<file path="src/smp_pkg.sv">
// Constants and carrier types for the sine-wave motor PWM block
package smp_pkg;
  // Register byte offsets
  localparam logic [12:0] OFF_POSITION_DETECT_CONTROL_A  = 13'h1FA0;
  localparam logic [12:0] OFF_POSITION_DETECT_CONTROL_B  = 13'h1FA1;
  localparam logic [12:0] OFF_PDSTAT = 13'h1FA2;
  localparam logic [12:0] OFF_SDLY   = 13'h1FA3;
  localparam logic [12:0] OFF_MODE_TIMER_CONTROL_A  = 13'h1FA4;
  localparam logic [12:0] OFF_MODE_TIMER_CONTROL_B  = 13'h1FA5;
  localparam logic [12:0] OFF_MCAPT  = 13'h1FA6;
  localparam logic [12:0] OFF_MODE_COMPARE_ONE   = 13'h1FA8;
  localparam logic [12:0] OFF_MODE_COMPARE_TWO   = 13'h1FAA;
  localparam logic [12:0] OFF_MODE_COMPARE_THREE   = 13'h1FAC;
  localparam logic [12:0] OFF_PWMA   = 13'h1FAE;
  localparam logic [12:0] OFF_PWMCK  = 13'h1FAF;
  localparam logic [12:0] OFF_OVLB   = 13'h1FB1;
  localparam logic [12:0] OFF_PHOUT  = 13'h1FB2;
  localparam logic [12:0] OFF_PCNT   = 13'h1FB4;
  localparam logic [12:0] OFF_PPRD   = 13'h1FB6;
  localparam logic [12:0] OFF_DUTYU  = 13'h1FB8;
  localparam logic [12:0] OFF_DUTYV  = 13'h1FBA;
  localparam logic [12:0] OFF_DUTYW  = 13'h1FBC;
  localparam logic [12:0] OFF_DEAD   = 13'h1FBE;
  localparam logic [12:0] OFF_EKEY   = 13'h1FBF;
  localparam logic [12:0] OFF_ANGA   = 13'h1FC0;
  localparam logic [12:0] OFF_ANGB   = 13'h1FC1;
  localparam logic [12:0] OFF_APER   = 13'h1FC2;
  localparam logic [12:0] OFF_ANGLE  = 13'h1FC4;
  localparam logic [12:0] OFF_VSCL   = 13'h1FC6;
  localparam logic [12:0] OFF_ACAP   = 13'h1FC8;
  localparam logic [12:0] OFF_SINE   = 13'h1FCA;
  // Field positions
  localparam int ANGA_TEN = 0, ANGA_ARITH = 1, ANGA_XFER = 2, ANGA_MOD = 3;
  localparam int ANGA_CK = 4, ANGA_ORDER = 6, ANGA_DIR = 7;
  localparam int ANGB_IRQSEL = 0, ANGB_SYNC = 1, ANGB_BUSY = 2, ANGB_SW = 3;
  localparam int PDA_EN = 0, PDA_UNM = 1, PDA_ONE = 3;
  localparam int PDA_T2 = 4, PDA_T3 = 5, PDA_GO = 6, PDA_STOP = 7;
  localparam int MTA_EN = 0, MTA_RPD = 1, MTA_RSW = 2, MTA_ROV = 3;
  localparam int MTA_RT3 = 4;
  localparam int MTB_CPD = 1, MTB_CSW = 2, MTB_COV = 3, MTB_OVF = 5;
  localparam int PWA_MODE = 1, PWA_IRQ = 2;
  localparam int PHO_SEL = 8, OVB_SYNC = 6, OVB_RET = 7;
  // Reset values and limits
  localparam logic [7:0]  ANGA_RST = 8'h00;
  localparam logic [15:0] APER_RST = 16'h0010;
  localparam logic [11:0] STEP_MIN = 12'h010;
  localparam logic [8:0]  ANG_LAST = 9'h17F;
  localparam logic [8:0]  ANG_HALF = 9'h0C0;
  localparam logic [8:0]  ANG_120  = 9'h080;
  localparam logic [8:0]  ANG_240  = 9'h100;
  localparam logic [7:0]  KEY_ONE  = 8'h5A;
  localparam logic [7:0]  KEY_TWO  = 8'hA5;
  localparam logic [5:0]  CALC_CYC = 6'd35;
  localparam int          PH_TICKS = 16;
  // Phase duties carried together
  typedef struct packed {
    logic [11:0] u;
    logic [11:0] v;
    logic [11:0] w;
  } smp_duty_t;
  typedef enum logic [1:0] {SMP_IDLE, SMP_CALC} smp_calc_t;
endpackage

</file>
<file path="src/smp_top.sv">
// Sine-wave motor PWM controller with Avalon-MM register slave
// How it works
// - writing one to sw start begins calculation
// - busy bit reflects calculation in progress
// - sync select zero starts on angle events
// - angle irq at count end or calc end
// - direction bit seven chooses up or down
// - phase order picks plus or minus offsets
// - clock field divides fc by 8..64
// - modulation bit picks two or three phase
// - transfer enable copies results into duties
// - arithmetic enable gates all calculations
// - period is clock times 384 times m+n/16
// - twelve bit amplitude multiplies table data
// - sine port writes RAM at current angle
// - sampler started and stopped by sw or timers
// - three pins or U only; unmatch mode
// - 1 to 15 consecutive matches detect position
// - mode timer reset and capture by sources
// - pwm irq every 1,2,4,8 periods; two modes
// - output select gives level or pwm
// - emergency disabled only after key 5A, A5
// - overload return bit, optional pwm sync
// - two phase product; three phase half period
// - duty writes ignored while transfer enabled
// - timer enable clear stops and zeroes angle
`timescale 1ns/1ns
`default_nettype none
module smp_top (
  input  wire logic        clk_sys_i,
  input  wire logic        srst_i,
  input  wire logic [12:0] avs_address_i,
  input  wire logic        avs_read_i,
  input  wire logic        avs_write_i,
  input  wire logic [7:0]  avs_writedata_i,
  output logic      [7:0]  avs_readdata_o,
  output logic             avs_waitrequest_o,
  input  wire logic [2:0]  position_i,
  input  wire logic        overload_i,
  input  wire logic        emergency_stop_i,
  input  wire logic        timer1_evt_i,
  input  wire logic        timer2_evt_i,
  input  wire logic        timer3_evt_i,
  output logic      [5:0]  motor_driver_o,
  output logic             angle_irq_o,
  output logic             pwm_irq_o
);
  import smp_pkg::*;

  // Byte-lane access of a 16-bit register pair
  function automatic logic [15:0] wr16(input logic [15:0] cur,
                                       input logic hi, input logic [7:0] d);
    wr16 = hi ? {d, cur[7:0]} : {cur[15:8], d};
  endfunction

  // Synchronisers for pins
  logic [2:0] pos_s1_r, pos_s2_r;
  logic [4:0] evt_s1_r, evt_s2_r;
  always_ff @(posedge clk_sys_i) begin
    pos_s1_r <= position_i;
    pos_s2_r <= pos_s1_r;
    evt_s1_r <= {emergency_stop_i, overload_i, timer3_evt_i,
                 timer2_evt_i, timer1_evt_i};
    evt_s2_r <= evt_s1_r;
  end
  logic [4:0] evt_d_r;
  always_ff @(posedge clk_sys_i) evt_d_r <= evt_s2_r;
  wire [4:0] evt_rise = evt_s2_r & ~evt_d_r;
  wire t1_ev = evt_rise[0];
  wire t2_ev = evt_rise[1];
  wire t3_ev = evt_rise[2];
  wire ovl_ev = evt_rise[3];
  wire emg_ev = evt_rise[4];

  // Bus strobes: one-cycle waitrequest on reads, writes take at once
  logic rd_ack_r;
  wire wr = avs_write_i;
  wire [12:0] a = avs_address_i;
  wire [12:0] aw = {a[12:1], 1'b0};
  wire hi = a[0];
  wire [7:0] d = avs_writedata_i;
  wire wr_anga = wr && a == OFF_ANGA;
  wire wr_angb = wr && a == OFF_ANGB;
  wire wr_ang  = wr && aw == OFF_ANGLE;
  wire wr_sine = wr && a == OFF_SINE;
  wire wr_pda  = wr && a == OFF_POSITION_DETECT_CONTROL_A;
  wire wr_mta  = wr && a == OFF_MODE_TIMER_CONTROL_A;
  wire wr_mtb  = wr && a == OFF_MODE_TIMER_CONTROL_B;
  wire wr_duty = wr && (aw == OFF_DUTYU || aw == OFF_DUTYV ||
                        aw == OFF_DUTYW);
  wire wr_key  = wr && a == OFF_EKEY;
  wire wr_ovb  = wr && a == OFF_OVLB;

  // Plain storage registers
  logic [7:0]  anga_r, angb_r, pda_r, pdb_r, sdly_r, mta_r, mtb_r;
  logic [7:0]  pwa_r, pwck_r, ovb_r, dead_r;
  logic [15:0] aper_r, vscl_r, mode_compare_one_r, mode_compare_two_r, mode_compare_three_r, phout_r, pprd_r;
  smp_duty_t   duty_r;
  always_ff @(posedge clk_sys_i) begin
    if (srst_i) begin
      anga_r <= ANGA_RST; angb_r <= '0; pda_r <= '0; pdb_r <= 8'h01;
      sdly_r <= '0; mta_r <= '0; mtb_r <= '0; pwa_r <= '0;
      pwck_r <= '0; ovb_r <= '0; dead_r <= '0; aper_r <= APER_RST;
      vscl_r <= '0; mode_compare_one_r <= '0; mode_compare_two_r <= '0; mode_compare_three_r <= '0;
      phout_r <= '0; pprd_r <= 16'h0100;
    end else if (wr) begin
      unique case (aw)
        OFF_POSITION_DETECT_CONTROL_A:  if (hi) pdb_r <= d; else pda_r <= d & 8'h3F;
        OFF_PDSTAT: if (hi) sdly_r <= d & 8'h7F;
        OFF_MODE_TIMER_CONTROL_A:  if (hi) mtb_r <= d & 8'h8A;
                    else mta_r <= d & 8'hFB;
        OFF_MODE_COMPARE_ONE:   mode_compare_one_r <= wr16(mode_compare_one_r, hi, d);
        OFF_MODE_COMPARE_TWO:   mode_compare_two_r <= wr16(mode_compare_two_r, hi, d);
        OFF_MODE_COMPARE_THREE:   mode_compare_three_r <= wr16(mode_compare_three_r, hi, d);
        OFF_PWMA:   if (hi) pwck_r <= d & 8'h03; else pwa_r <= d;
        OFF_PHOUT:  phout_r <= wr16(phout_r, hi, d) & 16'h7FFF;
        OFF_PPRD:   pprd_r <= wr16(pprd_r, hi, d) & 16'h0FFF;
        OFF_APER:   aper_r <= wr16(aper_r, hi, d);
        OFF_VSCL:   vscl_r <= wr16(vscl_r, hi, d) & 16'h0FFF;
        OFF_DEAD:   if (!hi) dead_r <= d & 8'h3F;
        OFF_ANGA:   if (hi) angb_r <= d & 8'h03; else anga_r <= d;
        OFF_OVLB - 13'h1: if (hi) ovb_r <= d & 8'h40;
        default: ;
      endcase
    end
  end

  // Angle timer: prescaler, step counter and correction
  logic [5:0]  pre_r;
  logic [12:0] step_r;
  logic [3:0]  sub_r;
  logic [8:0]  ang_r;
  wire [1:0]  cksel = anga_r[ANGA_CK +: 2];
  wire [5:0]  pre_max = 6'((8 << cksel) - 1);
  wire        tick = pre_r == pre_max;
  wire [11:0] m_raw = aper_r[11:0];
  wire [11:0] m_val = (m_raw < STEP_MIN) ? STEP_MIN : m_raw;
  wire [3:0]  n_val = aper_r[15:12];
  // Add one extra tick to each of the last n steps in every 16 steps
  wire [4:0]  acc = {1'b0, sub_r} + {1'b0, n_val};
  wire        add1 = acc[4] | (acc[3:0] < sub_r);
  wire [12:0] step_end = {1'b0, m_val} - 13'd1 + {12'd0, add1};
  wire        ang_ev = anga_r[ANGA_TEN] && tick && step_r >= step_end;
  wire        down = anga_r[ANGA_DIR];
  wire [8:0]  ang_next = down ? (ang_r == 9'd0 ? ANG_LAST : ang_r - 9'd1)
                              : (ang_r == ANG_LAST ? 9'd0 : ang_r + 9'd1);
  always_ff @(posedge clk_sys_i) begin
    if (srst_i || !anga_r[ANGA_TEN]) begin
      pre_r <= '0; step_r <= '0; sub_r <= '0;
      if (srst_i) ang_r <= '0;
      else if (wr_ang && !hi) ang_r <= {ang_r[8], d};
      else if (wr_ang && hi) ang_r <= {d[0], ang_r[7:0]};
    end else begin
      pre_r <= tick ? 6'd0 : pre_r + 6'd1;
      if (ang_ev) begin
        step_r <= '0;
        sub_r <= sub_r + 4'd1;
      end else if (tick) step_r <= step_r + 13'd1;
      if (wr_anga && !d[ANGA_TEN]) ang_r <= '0;
      else if (wr_ang && !hi) ang_r <= {ang_r[8], d};
      else if (wr_ang && hi) ang_r <= {d[0], ang_r[7:0]};
      else if (ang_ev) ang_r <= ang_next;
    end
  end
  wire [8:0] ang_lim = ang_r > ANG_LAST ? ANG_LAST : ang_r;

  // Sine table storage
  logic [7:0] sine_r [0:383];
  always_ff @(posedge clk_sys_i) begin
    if (wr_sine) sine_r[ang_lim] <= d;
  end

  // Waveform arithmetic sequencer
  smp_calc_t   cst_r;
  logic [5:0]  ccnt_r;
  logic        cdone_r;
  smp_duty_t   res_r;
  wire arith_on = anga_r[ANGA_ARITH];
  wire sw_go = wr_angb && d[ANGB_SW];
  wire sync_go = !angb_r[ANGB_SYNC] && (ang_ev || wr_ang);
  wire go = arith_on && (sw_go || sync_go);
  // Phase angle offsets
  function automatic logic [8:0] ofs(input logic [8:0] b,
                                     input logic [8:0] o, input logic neg);
    logic [9:0] s;
    s = neg ? {1'b0, b} + 10'd384 - {1'b0, o} : {1'b0, b} + {1'b0, o};
    ofs = s >= 10'd384 ? 9'(s - 10'd384) : s[8:0];
  endfunction
  function automatic logic [11:0] wave(input logic [8:0] ph);
    logic [19:0] p;
    logic [11:0] h;
    p = 20'(sine_r[ph]) * 20'(vscl_r[11:0]);
    h = pprd_r[12:1];
    if (!anga_r[ANGA_MOD]) wave = p[19:8];
    else if (ph < ANG_HALF) wave = 12'(h + p[19:9]);
    else wave = 12'(h - p[19:9]);
  endfunction
  wire       ord = anga_r[ANGA_ORDER];
  wire [8:0] ph_v = ofs(ang_lim, ANG_120, ord);
  wire [8:0] ph_w = ofs(ang_lim, ANG_240, ord);
  always_ff @(posedge clk_sys_i) begin
    if (srst_i) begin
      cst_r <= SMP_IDLE; ccnt_r <= '0; cdone_r <= 1'b0; res_r <= '0;
    end else begin
      cdone_r <= 1'b0;
      if (go) begin
        cst_r <= SMP_CALC; ccnt_r <= '0;
      end else if (!arith_on) cst_r <= SMP_IDLE;
      else unique case (cst_r)
        SMP_IDLE: ;
        SMP_CALC: if (ccnt_r == CALC_CYC - 6'd1) begin
          cst_r <= SMP_IDLE; cdone_r <= 1'b1;
          res_r <= '{wave(ang_lim), wave(ph_v), wave(ph_w)};
        end else ccnt_r <= ccnt_r + 6'd1;
      endcase
    end
  end
  wire busy = cst_r == SMP_CALC;
  // Cycles since the running calculation began, for the length check
  logic [6:0] blen_r;
  always_ff @(posedge clk_sys_i) begin
    if (srst_i || go || !busy) blen_r <= '0;
    else blen_r <= blen_r + 7'd1;
  end

  // Duty compare registers
  wire xfer = anga_r[ANGA_XFER] && arith_on;
  always_ff @(posedge clk_sys_i) begin
    if (srst_i) duty_r <= '0;
    else if (xfer && cdone_r) duty_r <= res_r;
    else if (wr_duty && !anga_r[ANGA_XFER]) begin
      if (aw == OFF_DUTYU) duty_r.u <= 12'(wr16(16'(duty_r.u), hi, d));
      if (aw == OFF_DUTYV) duty_r.v <= 12'(wr16(16'(duty_r.v), hi, d));
      if (aw == OFF_DUTYW) duty_r.w <= 12'(wr16(16'(duty_r.w), hi, d));
    end
  end

  // Position sampler and detector
  logic       samp_r, det_r;
  logic [3:0] mcnt_r;
  logic [2:0] last_r, ref_r;
  wire [2:0]  cmp_mask = pda_r[PDA_ONE] ? 3'b001 : 3'b111;
  wire [2:0]  target = phout_r[14:12];
  wire        match = pda_r[PDA_UNM]
                      ? ((pos_s2_r & cmp_mask) != (ref_r & cmp_mask))
                      : ((pos_s2_r & cmp_mask) == (target & cmp_mask));
  wire [3:0]  need = pdb_r[3:0] == 4'd0 ? 4'd1 : pdb_r[3:0];
  wire        detect = samp_r && match && mcnt_r + 4'd1 >= need;
  always_ff @(posedge clk_sys_i) begin
    if (srst_i) begin
      samp_r <= 1'b0; mcnt_r <= '0; last_r <= '0; ref_r <= '0;
      det_r <= 1'b0;
    end else begin
      det_r <= detect;
      if (wr_pda && (d[PDA_STOP] || !d[PDA_EN])) samp_r <= 1'b0;
      else if (pda_r[PDA_T3] && t3_ev) samp_r <= 1'b0;
      else if (wr_pda && d[PDA_GO] && d[PDA_EN]) samp_r <= 1'b1;
      else if (pda_r[PDA_EN] && pda_r[PDA_T2] && t2_ev) samp_r <= 1'b1;
      else if (detect) samp_r <= 1'b0;
      if (!samp_r) begin
        mcnt_r <= '0; ref_r <= pos_s2_r;
      end else if (match) mcnt_r <= mcnt_r + 4'd1;
      else mcnt_r <= '0;
      last_r <= pos_s2_r;
    end
  end

  // Angle capture
  logic [8:0] acap_r;
  always_ff @(posedge clk_sys_i) begin
    if (srst_i) acap_r <= '0;
    else if (detect) acap_r <= ang_r;
  end

  // Mode timer
  logic [15:0] mt_r, mode_timer_capture_r;
  logic [6:0]  mpre_r;
  logic        movf_r;
  wire [2:0]  mck = mta_r[7:5];
  wire [6:0]  mpre_max = mck == 3'b001 ? 7'd127
                       : 7'((8 << mck[2:1]) - 1);
  wire mt_rst = (wr_mta && d[MTA_RSW]) || (mta_r[MTA_RPD] && detect) ||
                (mta_r[MTA_ROV] && ovl_ev) || (mta_r[MTA_RT3] && t3_ev);
  wire mt_cap = (wr_mtb && d[MTB_CSW]) || (mtb_r[MTB_CPD] && detect) ||
                (mtb_r[MTB_COV] && ovl_ev);
  always_ff @(posedge clk_sys_i) begin
    if (srst_i) begin
      mt_r <= '0; mode_timer_capture_r <= '0; mpre_r <= '0; movf_r <= 1'b0;
    end else begin
      if (mt_cap) mode_timer_capture_r <= mt_r;
      if (mt_rst || !mta_r[MTA_EN]) begin
        mt_r <= '0; mpre_r <= '0;
      end else if (mpre_r >= mpre_max) begin
        mpre_r <= '0; mt_r <= mt_r + 16'd1;
        if (mt_r == 16'hFFFF) movf_r <= 1'b1;
      end else mpre_r <= mpre_r + 7'd1;
    end
  end

  // PWM counter, irq divider, phase outputs
  logic [11:0] pc_r;
  logic        pdn_r;
  logic [3:0]  ppre_r;
  logic [2:0]  pwm_irq_rate_r;
  logic [5:0]  drv_r;
  logic        pirq_r, airq_r;
  wire [3:0]  ppre_max = 4'((2 << pwck_r[1:0]) - 1);
  wire        ptick = ppre_r == ppre_max;
  wire        tri_m = pwa_r[PWA_MODE];
  wire        pend = ptick && (tri_m ? (pdn_r && pc_r <= 12'd1)
                                     : pc_r >= pprd_r[11:0] - 12'd1);
  wire [2:0]  pwm_irq_rate_max = 3'((1 << pwa_r[PWA_IRQ +: 2]) - 1);
  wire [2:0]  duty_on = {pc_r < duty_r.w, pc_r < duty_r.v, pc_r < duty_r.u};
  always_ff @(posedge clk_sys_i) begin
    if (srst_i || !pwa_r[0]) begin
      pc_r <= '0; pdn_r <= 1'b0; ppre_r <= '0; pwm_irq_rate_r <= '0;
      pirq_r <= 1'b0;
    end else begin
      ppre_r <= ptick ? 4'd0 : ppre_r + 4'd1;
      pirq_r <= pend && pwm_irq_rate_r == pwm_irq_rate_max;
      if (pend) pwm_irq_rate_r <= pwm_irq_rate_r == pwm_irq_rate_max ? 3'd0 : pwm_irq_rate_r + 3'd1;
      if (ptick) begin
        if (!tri_m) pc_r <= pend ? 12'd0 : pc_r + 12'd1;
        else if (pend) begin
          pdn_r <= 1'b0; pc_r <= '0;
        end else if (!pdn_r && pc_r >= pprd_r[11:0] - 12'd1) begin
          pdn_r <= 1'b1; pc_r <= pc_r - 12'd1;
        end else pc_r <= pdn_r ? pc_r - 12'd1 : pc_r + 12'd1;
      end
    end
  end

  // Emergency key and protective states
  logic       key1_r, emg_en_r, emg_st_r, ovl_st_r;
  always_ff @(posedge clk_sys_i) begin
    if (srst_i) begin
      key1_r <= 1'b0; emg_en_r <= 1'b1; emg_st_r <= 1'b0;
      ovl_st_r <= 1'b0;
    end else begin
      if (wr_key) begin
        key1_r <= d == KEY_ONE;
        if (key1_r && d == KEY_TWO) emg_en_r <= 1'b0;
      end
      if (emg_en_r && emg_ev) emg_st_r <= 1'b1;
      if (ovl_ev) ovl_st_r <= 1'b1;
      else if ((wr_ovb && d[OVB_RET]) ||
               (ovb_r[OVB_SYNC] && pend && ovl_st_r && !evt_s2_r[3]))
        ovl_st_r <= 1'b0;
    end
  end

  // Drive outputs from flip-flops
  genvar g;
  for (g = 0; g < 3; g++) begin : g_phase
    always_ff @(posedge clk_sys_i) begin
      if (srst_i || emg_st_r || ovl_st_r) drv_r[2*g +: 2] <= 2'b00;
      else if (phout_r[PHO_SEL + g])
        drv_r[2*g +: 2] <= {duty_on[g], ~duty_on[g]};
      else drv_r[2*g +: 2] <= phout_r[2*g +: 2];
    end
  end
  always_ff @(posedge clk_sys_i) begin
    if (srst_i) airq_r <= 1'b0;
    else airq_r <= angb_r[ANGB_IRQSEL] ? cdone_r : ang_ev;
  end

  // Read mux
  logic [15:0] rv;
  always_comb begin
    unique case (aw)
      OFF_POSITION_DETECT_CONTROL_A:  rv = {pdb_r, pda_r};
      OFF_PDSTAT: rv = {sdly_r, 4'h0, samp_r, last_r};
      OFF_MODE_TIMER_CONTROL_A:  rv = {mtb_r | {2'b00, movf_r, 5'h00}, mta_r};
      OFF_MCAPT:  rv = mode_timer_capture_r;
      OFF_MODE_COMPARE_ONE:   rv = mode_compare_one_r;
      OFF_MODE_COMPARE_TWO:   rv = mode_compare_two_r;
      OFF_MODE_COMPARE_THREE:   rv = mode_compare_three_r;
      OFF_PWMA:   rv = {pwck_r, pwa_r};
      OFF_OVLB - 13'h1: rv = {ovb_r | {3'b000, ovl_st_r, 4'h0},
                              5'h00, emg_st_r, 1'b0, emg_en_r};
      OFF_PHOUT:  rv = {pdn_r, phout_r[14:0]};
      OFF_PCNT:   rv = {4'h0, pc_r};
      OFF_PPRD:   rv = pprd_r;
      OFF_DUTYU:  rv = {4'h0, duty_r.u};
      OFF_DUTYV:  rv = {4'h0, duty_r.v};
      OFF_DUTYW:  rv = {4'h0, duty_r.w};
      OFF_DEAD:   rv = {8'h00, dead_r};
      OFF_ANGA:   rv = {4'h0, angb_r[3], busy, angb_r[1:0], anga_r};
      OFF_APER:   rv = aper_r;
      OFF_ANGLE:  rv = {7'h00, ang_r};
      OFF_VSCL:   rv = vscl_r;
      OFF_ACAP:   rv = {7'h00, acap_r};
      default:    rv = 16'h0000;
    endcase
  end
  always_ff @(posedge clk_sys_i) begin
    if (srst_i) begin
      rd_ack_r <= 1'b0; avs_readdata_o <= '0;
      motor_driver_o <= '0; angle_irq_o <= 1'b0; pwm_irq_o <= 1'b0;
    end else begin
      rd_ack_r <= avs_read_i && !rd_ack_r;
      if (avs_read_i && !rd_ack_r) avs_readdata_o <= hi ? rv[15:8] : rv[7:0];
      motor_driver_o <= drv_r;
      angle_irq_o <= airq_r;
      pwm_irq_o <= pirq_r;
    end
  end
  assign avs_waitrequest_o = avs_read_i && !rd_ack_r;

  // Checks
  a_busy_start: assert property (@(posedge clk_sys_i) disable iff (srst_i)
    go |=> busy) else $error("calc did not start");
  a_calc_len: assert property (@(posedge clk_sys_i) disable iff (srst_i)
    busy && !go && arith_on |=>
    busy == ($past(blen_r) != 7'(CALC_CYC) - 7'd1))
    else $error("calc length");
  a_calc_off: assert property (@(posedge clk_sys_i) disable iff (srst_i)
    !arith_on |=> !cdone_r) else $error("calc while off");
  a_timer_clr: assert property (@(posedge clk_sys_i) disable iff (srst_i)
    anga_r[ANGA_TEN] && wr_anga && !d[ANGA_TEN] |=> ang_r == 9'd0)
    else $error("angle not cleared");
  a_angle_wrap: assert property (@(posedge clk_sys_i) disable iff (srst_i)
    ang_ev && !wr_ang && !down && ang_r == ANG_LAST |=> ang_r == 9'd0)
    else $error("angle wrap");
  a_duty_lock: assert property (@(posedge clk_sys_i) disable iff (srst_i)
    anga_r[ANGA_XFER] && !cdone_r |=> $stable(duty_r))
    else $error("duty written in transfer");
  a_capture_ang: assert property (@(posedge clk_sys_i) disable iff (srst_i)
    detect |=> acap_r == $past(ang_r)) else $error("angle capture");
  a_emg_key: assert property (@(posedge clk_sys_i) disable iff (srst_i)
    $fell(emg_en_r) |-> $past(key1_r) && $past(d) == KEY_TWO)
    else $error("emergency key");
  a_angle_irq: assert property (@(posedge clk_sys_i) disable iff (srst_i)
    !angb_r[ANGB_IRQSEL] && ang_ev |-> ##2 angle_irq_o)
    else $error("angle irq");
endmodule // smp_top
`default_nettype wire

</file>
<file path="config.mk">
export PLATFORM = sky130hd
export DESIGN_NAME = smp_top
export DESIGN_NICKNAME = d
export VERILOG_FILES = /design/src/smp_pkg.sv /design/src/smp_top.sv
export SDC_FILE = /design/constraint.sdc
export NUM_CORES = 2
export LEC_CHECK = 0
export ABC_AREA = 1
export BUFFER_PORTS_ARGS = -buffer_cell sky130_fd_sc_hd__buf_2
export CORE_UTILIZATION = 55
export CTS_CLUSTER_SIZE = 12
export DETAILED_ROUTE_END_ITERATION = 8
export PLACE_DENSITY = 0.67
export SYNTH_ARGS = -nofsm -noshare
export SYNTH_HDL_FRONTEND = slang
export SYNTH_SLANG_ARGS = --single-unit
</file>
<file path="constraint.sdc">
create_clock -name clk_sys_i -period 25.3 [get_ports clk_sys_i]
set_clock_uncertainty 0.1 [all_clocks]
set_input_delay 5.06 -clock clk_sys_i [delete_from_list [all_inputs] [get_ports clk_sys_i]]
set_output_delay 5.06 -clock clk_sys_i [all_outputs]
set_load 0.03 [all_outputs]
</file>
==> impl_metrics.yaml <==
outcome:
  status: "completed"
cts:
  clock_sinks: 3472
  cts_buffers: 357
  ctsHoldBuffers: 0
  clk_path_buf_depth: 4
  post_cts_buffers: 0
  clock_latency_ns: 0.96
  path_clk_slew_ns: 0.06
  cts_max_level: 5
  cts.repair.resized: 0
  cts_tree: "yes"
  ctsRootBufferMaster: "clkbuf_16"
layout:
  final_core_util: 0.606
  drive_gt1_frac: 0.0813
  area_growth_pct: 9.22
  final_nets: 12200
logic_synthesis:
  synth-xor-area-share: 0.00832
  synth_cell_types: 82
  synthAdderAreaFrac: 0.0445
  synth_seq_cells: 3472
  yosys_warnings: 0
  synth_top_family_by_area: "compound AO/OA/AOI/OAI gates"
  syn_avg_cell_area_sq_um: 12.6
  async_reset_ff_frac: 0
  synthMuxAreaShare: 0.00968
  synth_nets: 12300
  syn-instance-count: 11800
  synth-edff-count: 3081
  synth_ff_type: "edfxtp_1"
  seq_area_frac_synth: 0.674
  synth_area_sq_um: 149000
  synth-compound-area-share: 0.131
  synth-simple-area-share: 0.0915
power_and_ir_drop:
  pwr-share-seq: 0.536
  pwr-share-clk: 0.415
  ir_worst_vdd_mv: 0.0571
  power_switching_w: 0.00260
  cellLeakagePower_nw: 55.8
  pwr-share-comb: 0.049
  power.density_nw_per_um2: 71.6
  switching_share: 0.223
  intPower_w: 0.00905
routing:
  drt-initial-drc-count: 12800
  routedWlPerCell_microns: 28.7
  antenna_left: 0
  firstDrtPassIters: 9
  viasPerCell: 6.48
  num_vias: 100000
  drc: 0
  wl_mm: 445
timing:
  finalHoldViolCount: 0
  whs_ns: 0.228
  rsz0062_at_grt: "no"
  setup_viol: 0
  fin_crit_ns: 14.48
  fmax_mhz: 69.0
  fin_tns_setup_ns: 0
  slew_headroom: 0.0777
  post-route-period-util: 0.572
  worst_pin_slew_ns: 1.38
  drv_slew: 0
floorplan:
  die_width_microns: 522
  fp.dieArea_sq_um: 273000
  ios: 50
  start_util: 0.554
  fp.dieH_microns: 522
  core_sq_um: 269000
  core.rowCount: 190
global_routing:
  grt_overflow: 0
  track_usage: 0.321
  antenna_found_initial: 16
  grt_max_degree: 169
  grt_first_pass_wirelength_mm: 645
  grt_pass1_vias: 96400
placement:
  io_buffers: 48
  hpwl_mm: 272
  place.gp.congestion: 0.973
critical_path:
  critical_path.most_common_cell: "inv_1"
  crit_fanout: 70
  cpPeakStageDelay_ns: 1.10
  critPathRequiredTime_ns: 25.95
  cp-start-kind: "register"
  regToRegSetupSlack_ns: 10.82
  slowest_stage: "a221oi_1"
  critical_path_class: "reg -> reg"
  endpoint_kind: "register"
  cp.arrival_ns: 15.14
hold_path:
  hold_path_class: "reg -> reg"
job:
  cap_viol_max_count: 0
[routing by layer]
layer / vias up / global-route usage / routed length (microns)
li1: 43600 / - / -
met1: 50100 / 0.437 / 173000
met2: 5609 / 0.510 / 207000
met3: 1037 / 0.0514 / 42800
met4: 12 / 0.146 / 22200
met5: - / 0 / 68
[synth_stat cells, types with 27 or more instances]
master	n	area share
a211oi_1	108	0.0054
o21ai_1	33	0.0011
a31oi_1	44	0.0018
dfxtp_1	391	0.053
buf_2	213	0.0072
inv_1	743	0.019
a21oi_1	457	0.015
o211ai_1	63	0.0032
mux2i_1	117	0.0079
nor3_1	57	0.0019
a22o_1	69	0.0041
fa_1	181	0.024
buf_4	68	0.0034
ha_1	240	0.020
nand2_2	30	0.0013
o31ai_1	120	0.0060
clkbuf_1	335	0.0084
o21ai_0	660	0.022
buf_1	39	0.00098
nand4_1	89	0.0037
nor2_1	1334	0.034
nand3_1	265	0.0089
or2_2	147	0.0062
o22a_1	300	0.018
edfxtp_1	3081	0.62
o22ai_1	502	0.021
nand2_1	1247	0.031
inv_2	27	0.00068
a221oi_1	123	0.0072
o221ai_1	315	0.019
xor2_1	103	0.0061
[cell usage in the layout, fill, tap and decap left out, drive strengths merged, types with 10 or more instances in the layout]
cell       n
o21ai    694
xor2     110
inv      781
o221ai   315
or2      151
nor3      57
fa       181
a22oi     22
nand3b    10
a31oi     44
edfxtp  3081
a22o      69
xnor2     23
a21oi    460
ha       240
nand2   1287
mux2i    117
o21a      13
o211ai    64
nor2    1348
o22ai    502
o22a     300
a41oi     26
dfxtp    391
o31ai    120
clkinv    98
nor4      17
a221oi   123
nand3    276
clkbuf   476
buf      241
nand4     90
mux2      24
a211oi   108
[worst paths after layout]
kind | cells after the start | end | from
min | 0 | evt_s2_r[3]$_DFF_P_ | evt_s1_r[3]$_DFF_P_
min reg2reg | 0 | evt_s2_r[3]$_DFF_P_ | evt_s1_r[3]$_DFF_P_
max reg2reg | 55 | res_r[34]$_SDFFE_PP0P_ | ang_r[8]$_DFFE_PP_
max | 55 | res_r[34]$_SDFFE_PP0P_ | ang_r[8]$_DFFE_PP_
[power by group through the flow]
stage	clock network (W)	registers, W	logic, W
after floorplan	0	0.00636	0.000279
after global placement	0	0.00636	0.000549
after detailed placement	0	0.00636	0.000559
after CTS	0.00486	0.00624	0.000560
after global routing	0.00506	0.00624	0.000596
final	0.00484	0.00624	0.000572
[flip-flops by register name (all words and copies together) (netlist names), 13 cells and up]
name / cells
mode_timer_capture_r: 16
mt_r: 16
res_r: 36
step_r: 13
phout_r: 15
aper_r: 16
mode_compare_one_r: 16
duty_r: 36
sine_r: 3072
mode_compare_two_r: 16
mode_compare_three_r: 16
[area by class of cell]
cell class                      count  area [sq um]
Fill cell                       20600        106000
Sequential cell                  3472        100000
Multi-Input combinational cell   6867         42600
Clock buffer                      476          9570
Tap cell                         3552          4440
Inverter                          786          2980
Timing Repair Buffer              241          1930
Clock inverter                    101           800
Antenna cell                        2          5.00
[logic make-up after synthesis]
logic type	Yosys count
flip-flops	3472
AND/OR/NAND/NOR	3248
AO/OA/AOI/OAI	2923
buffers and inverters	1458
adder cells (fa/ha/maj)	421
multiplexers	141
XOR/XNOR	133
other	1
[worst max-delay path: cells and delay by family (launching register included)]
family	cells	cell delay, ns
AOI/OAI and AO/OA	15	3.75
xor gates and xnor gates	2	0.40
adders and majority gates	7	3.02
buffers and inverters	14	3.35
DFF	1	0.32
and+or+nand+nor	17	2.97
[stage by stage]
step / std cells / power [W] / worst slack, ns / cell area (sq um)
3_3_place_gp: 14900 / 0.00691 / 11.37 / 152000
2_1_floorplan: 11800 / 0.00664 / 14.68 / 149000
6_report: 15500 / 0.0116 / 10.82 / 163000
3_5_place_dp: 14900 / 0.00692 / 11.25 / 152000
4_1_cts: 15500 / 0.0117 / 11.19 / 163000
5_1_grt: 15500 / 0.0119 / 10.16 / 163000
Note: power is estimated with default switching activity, not from simulation.
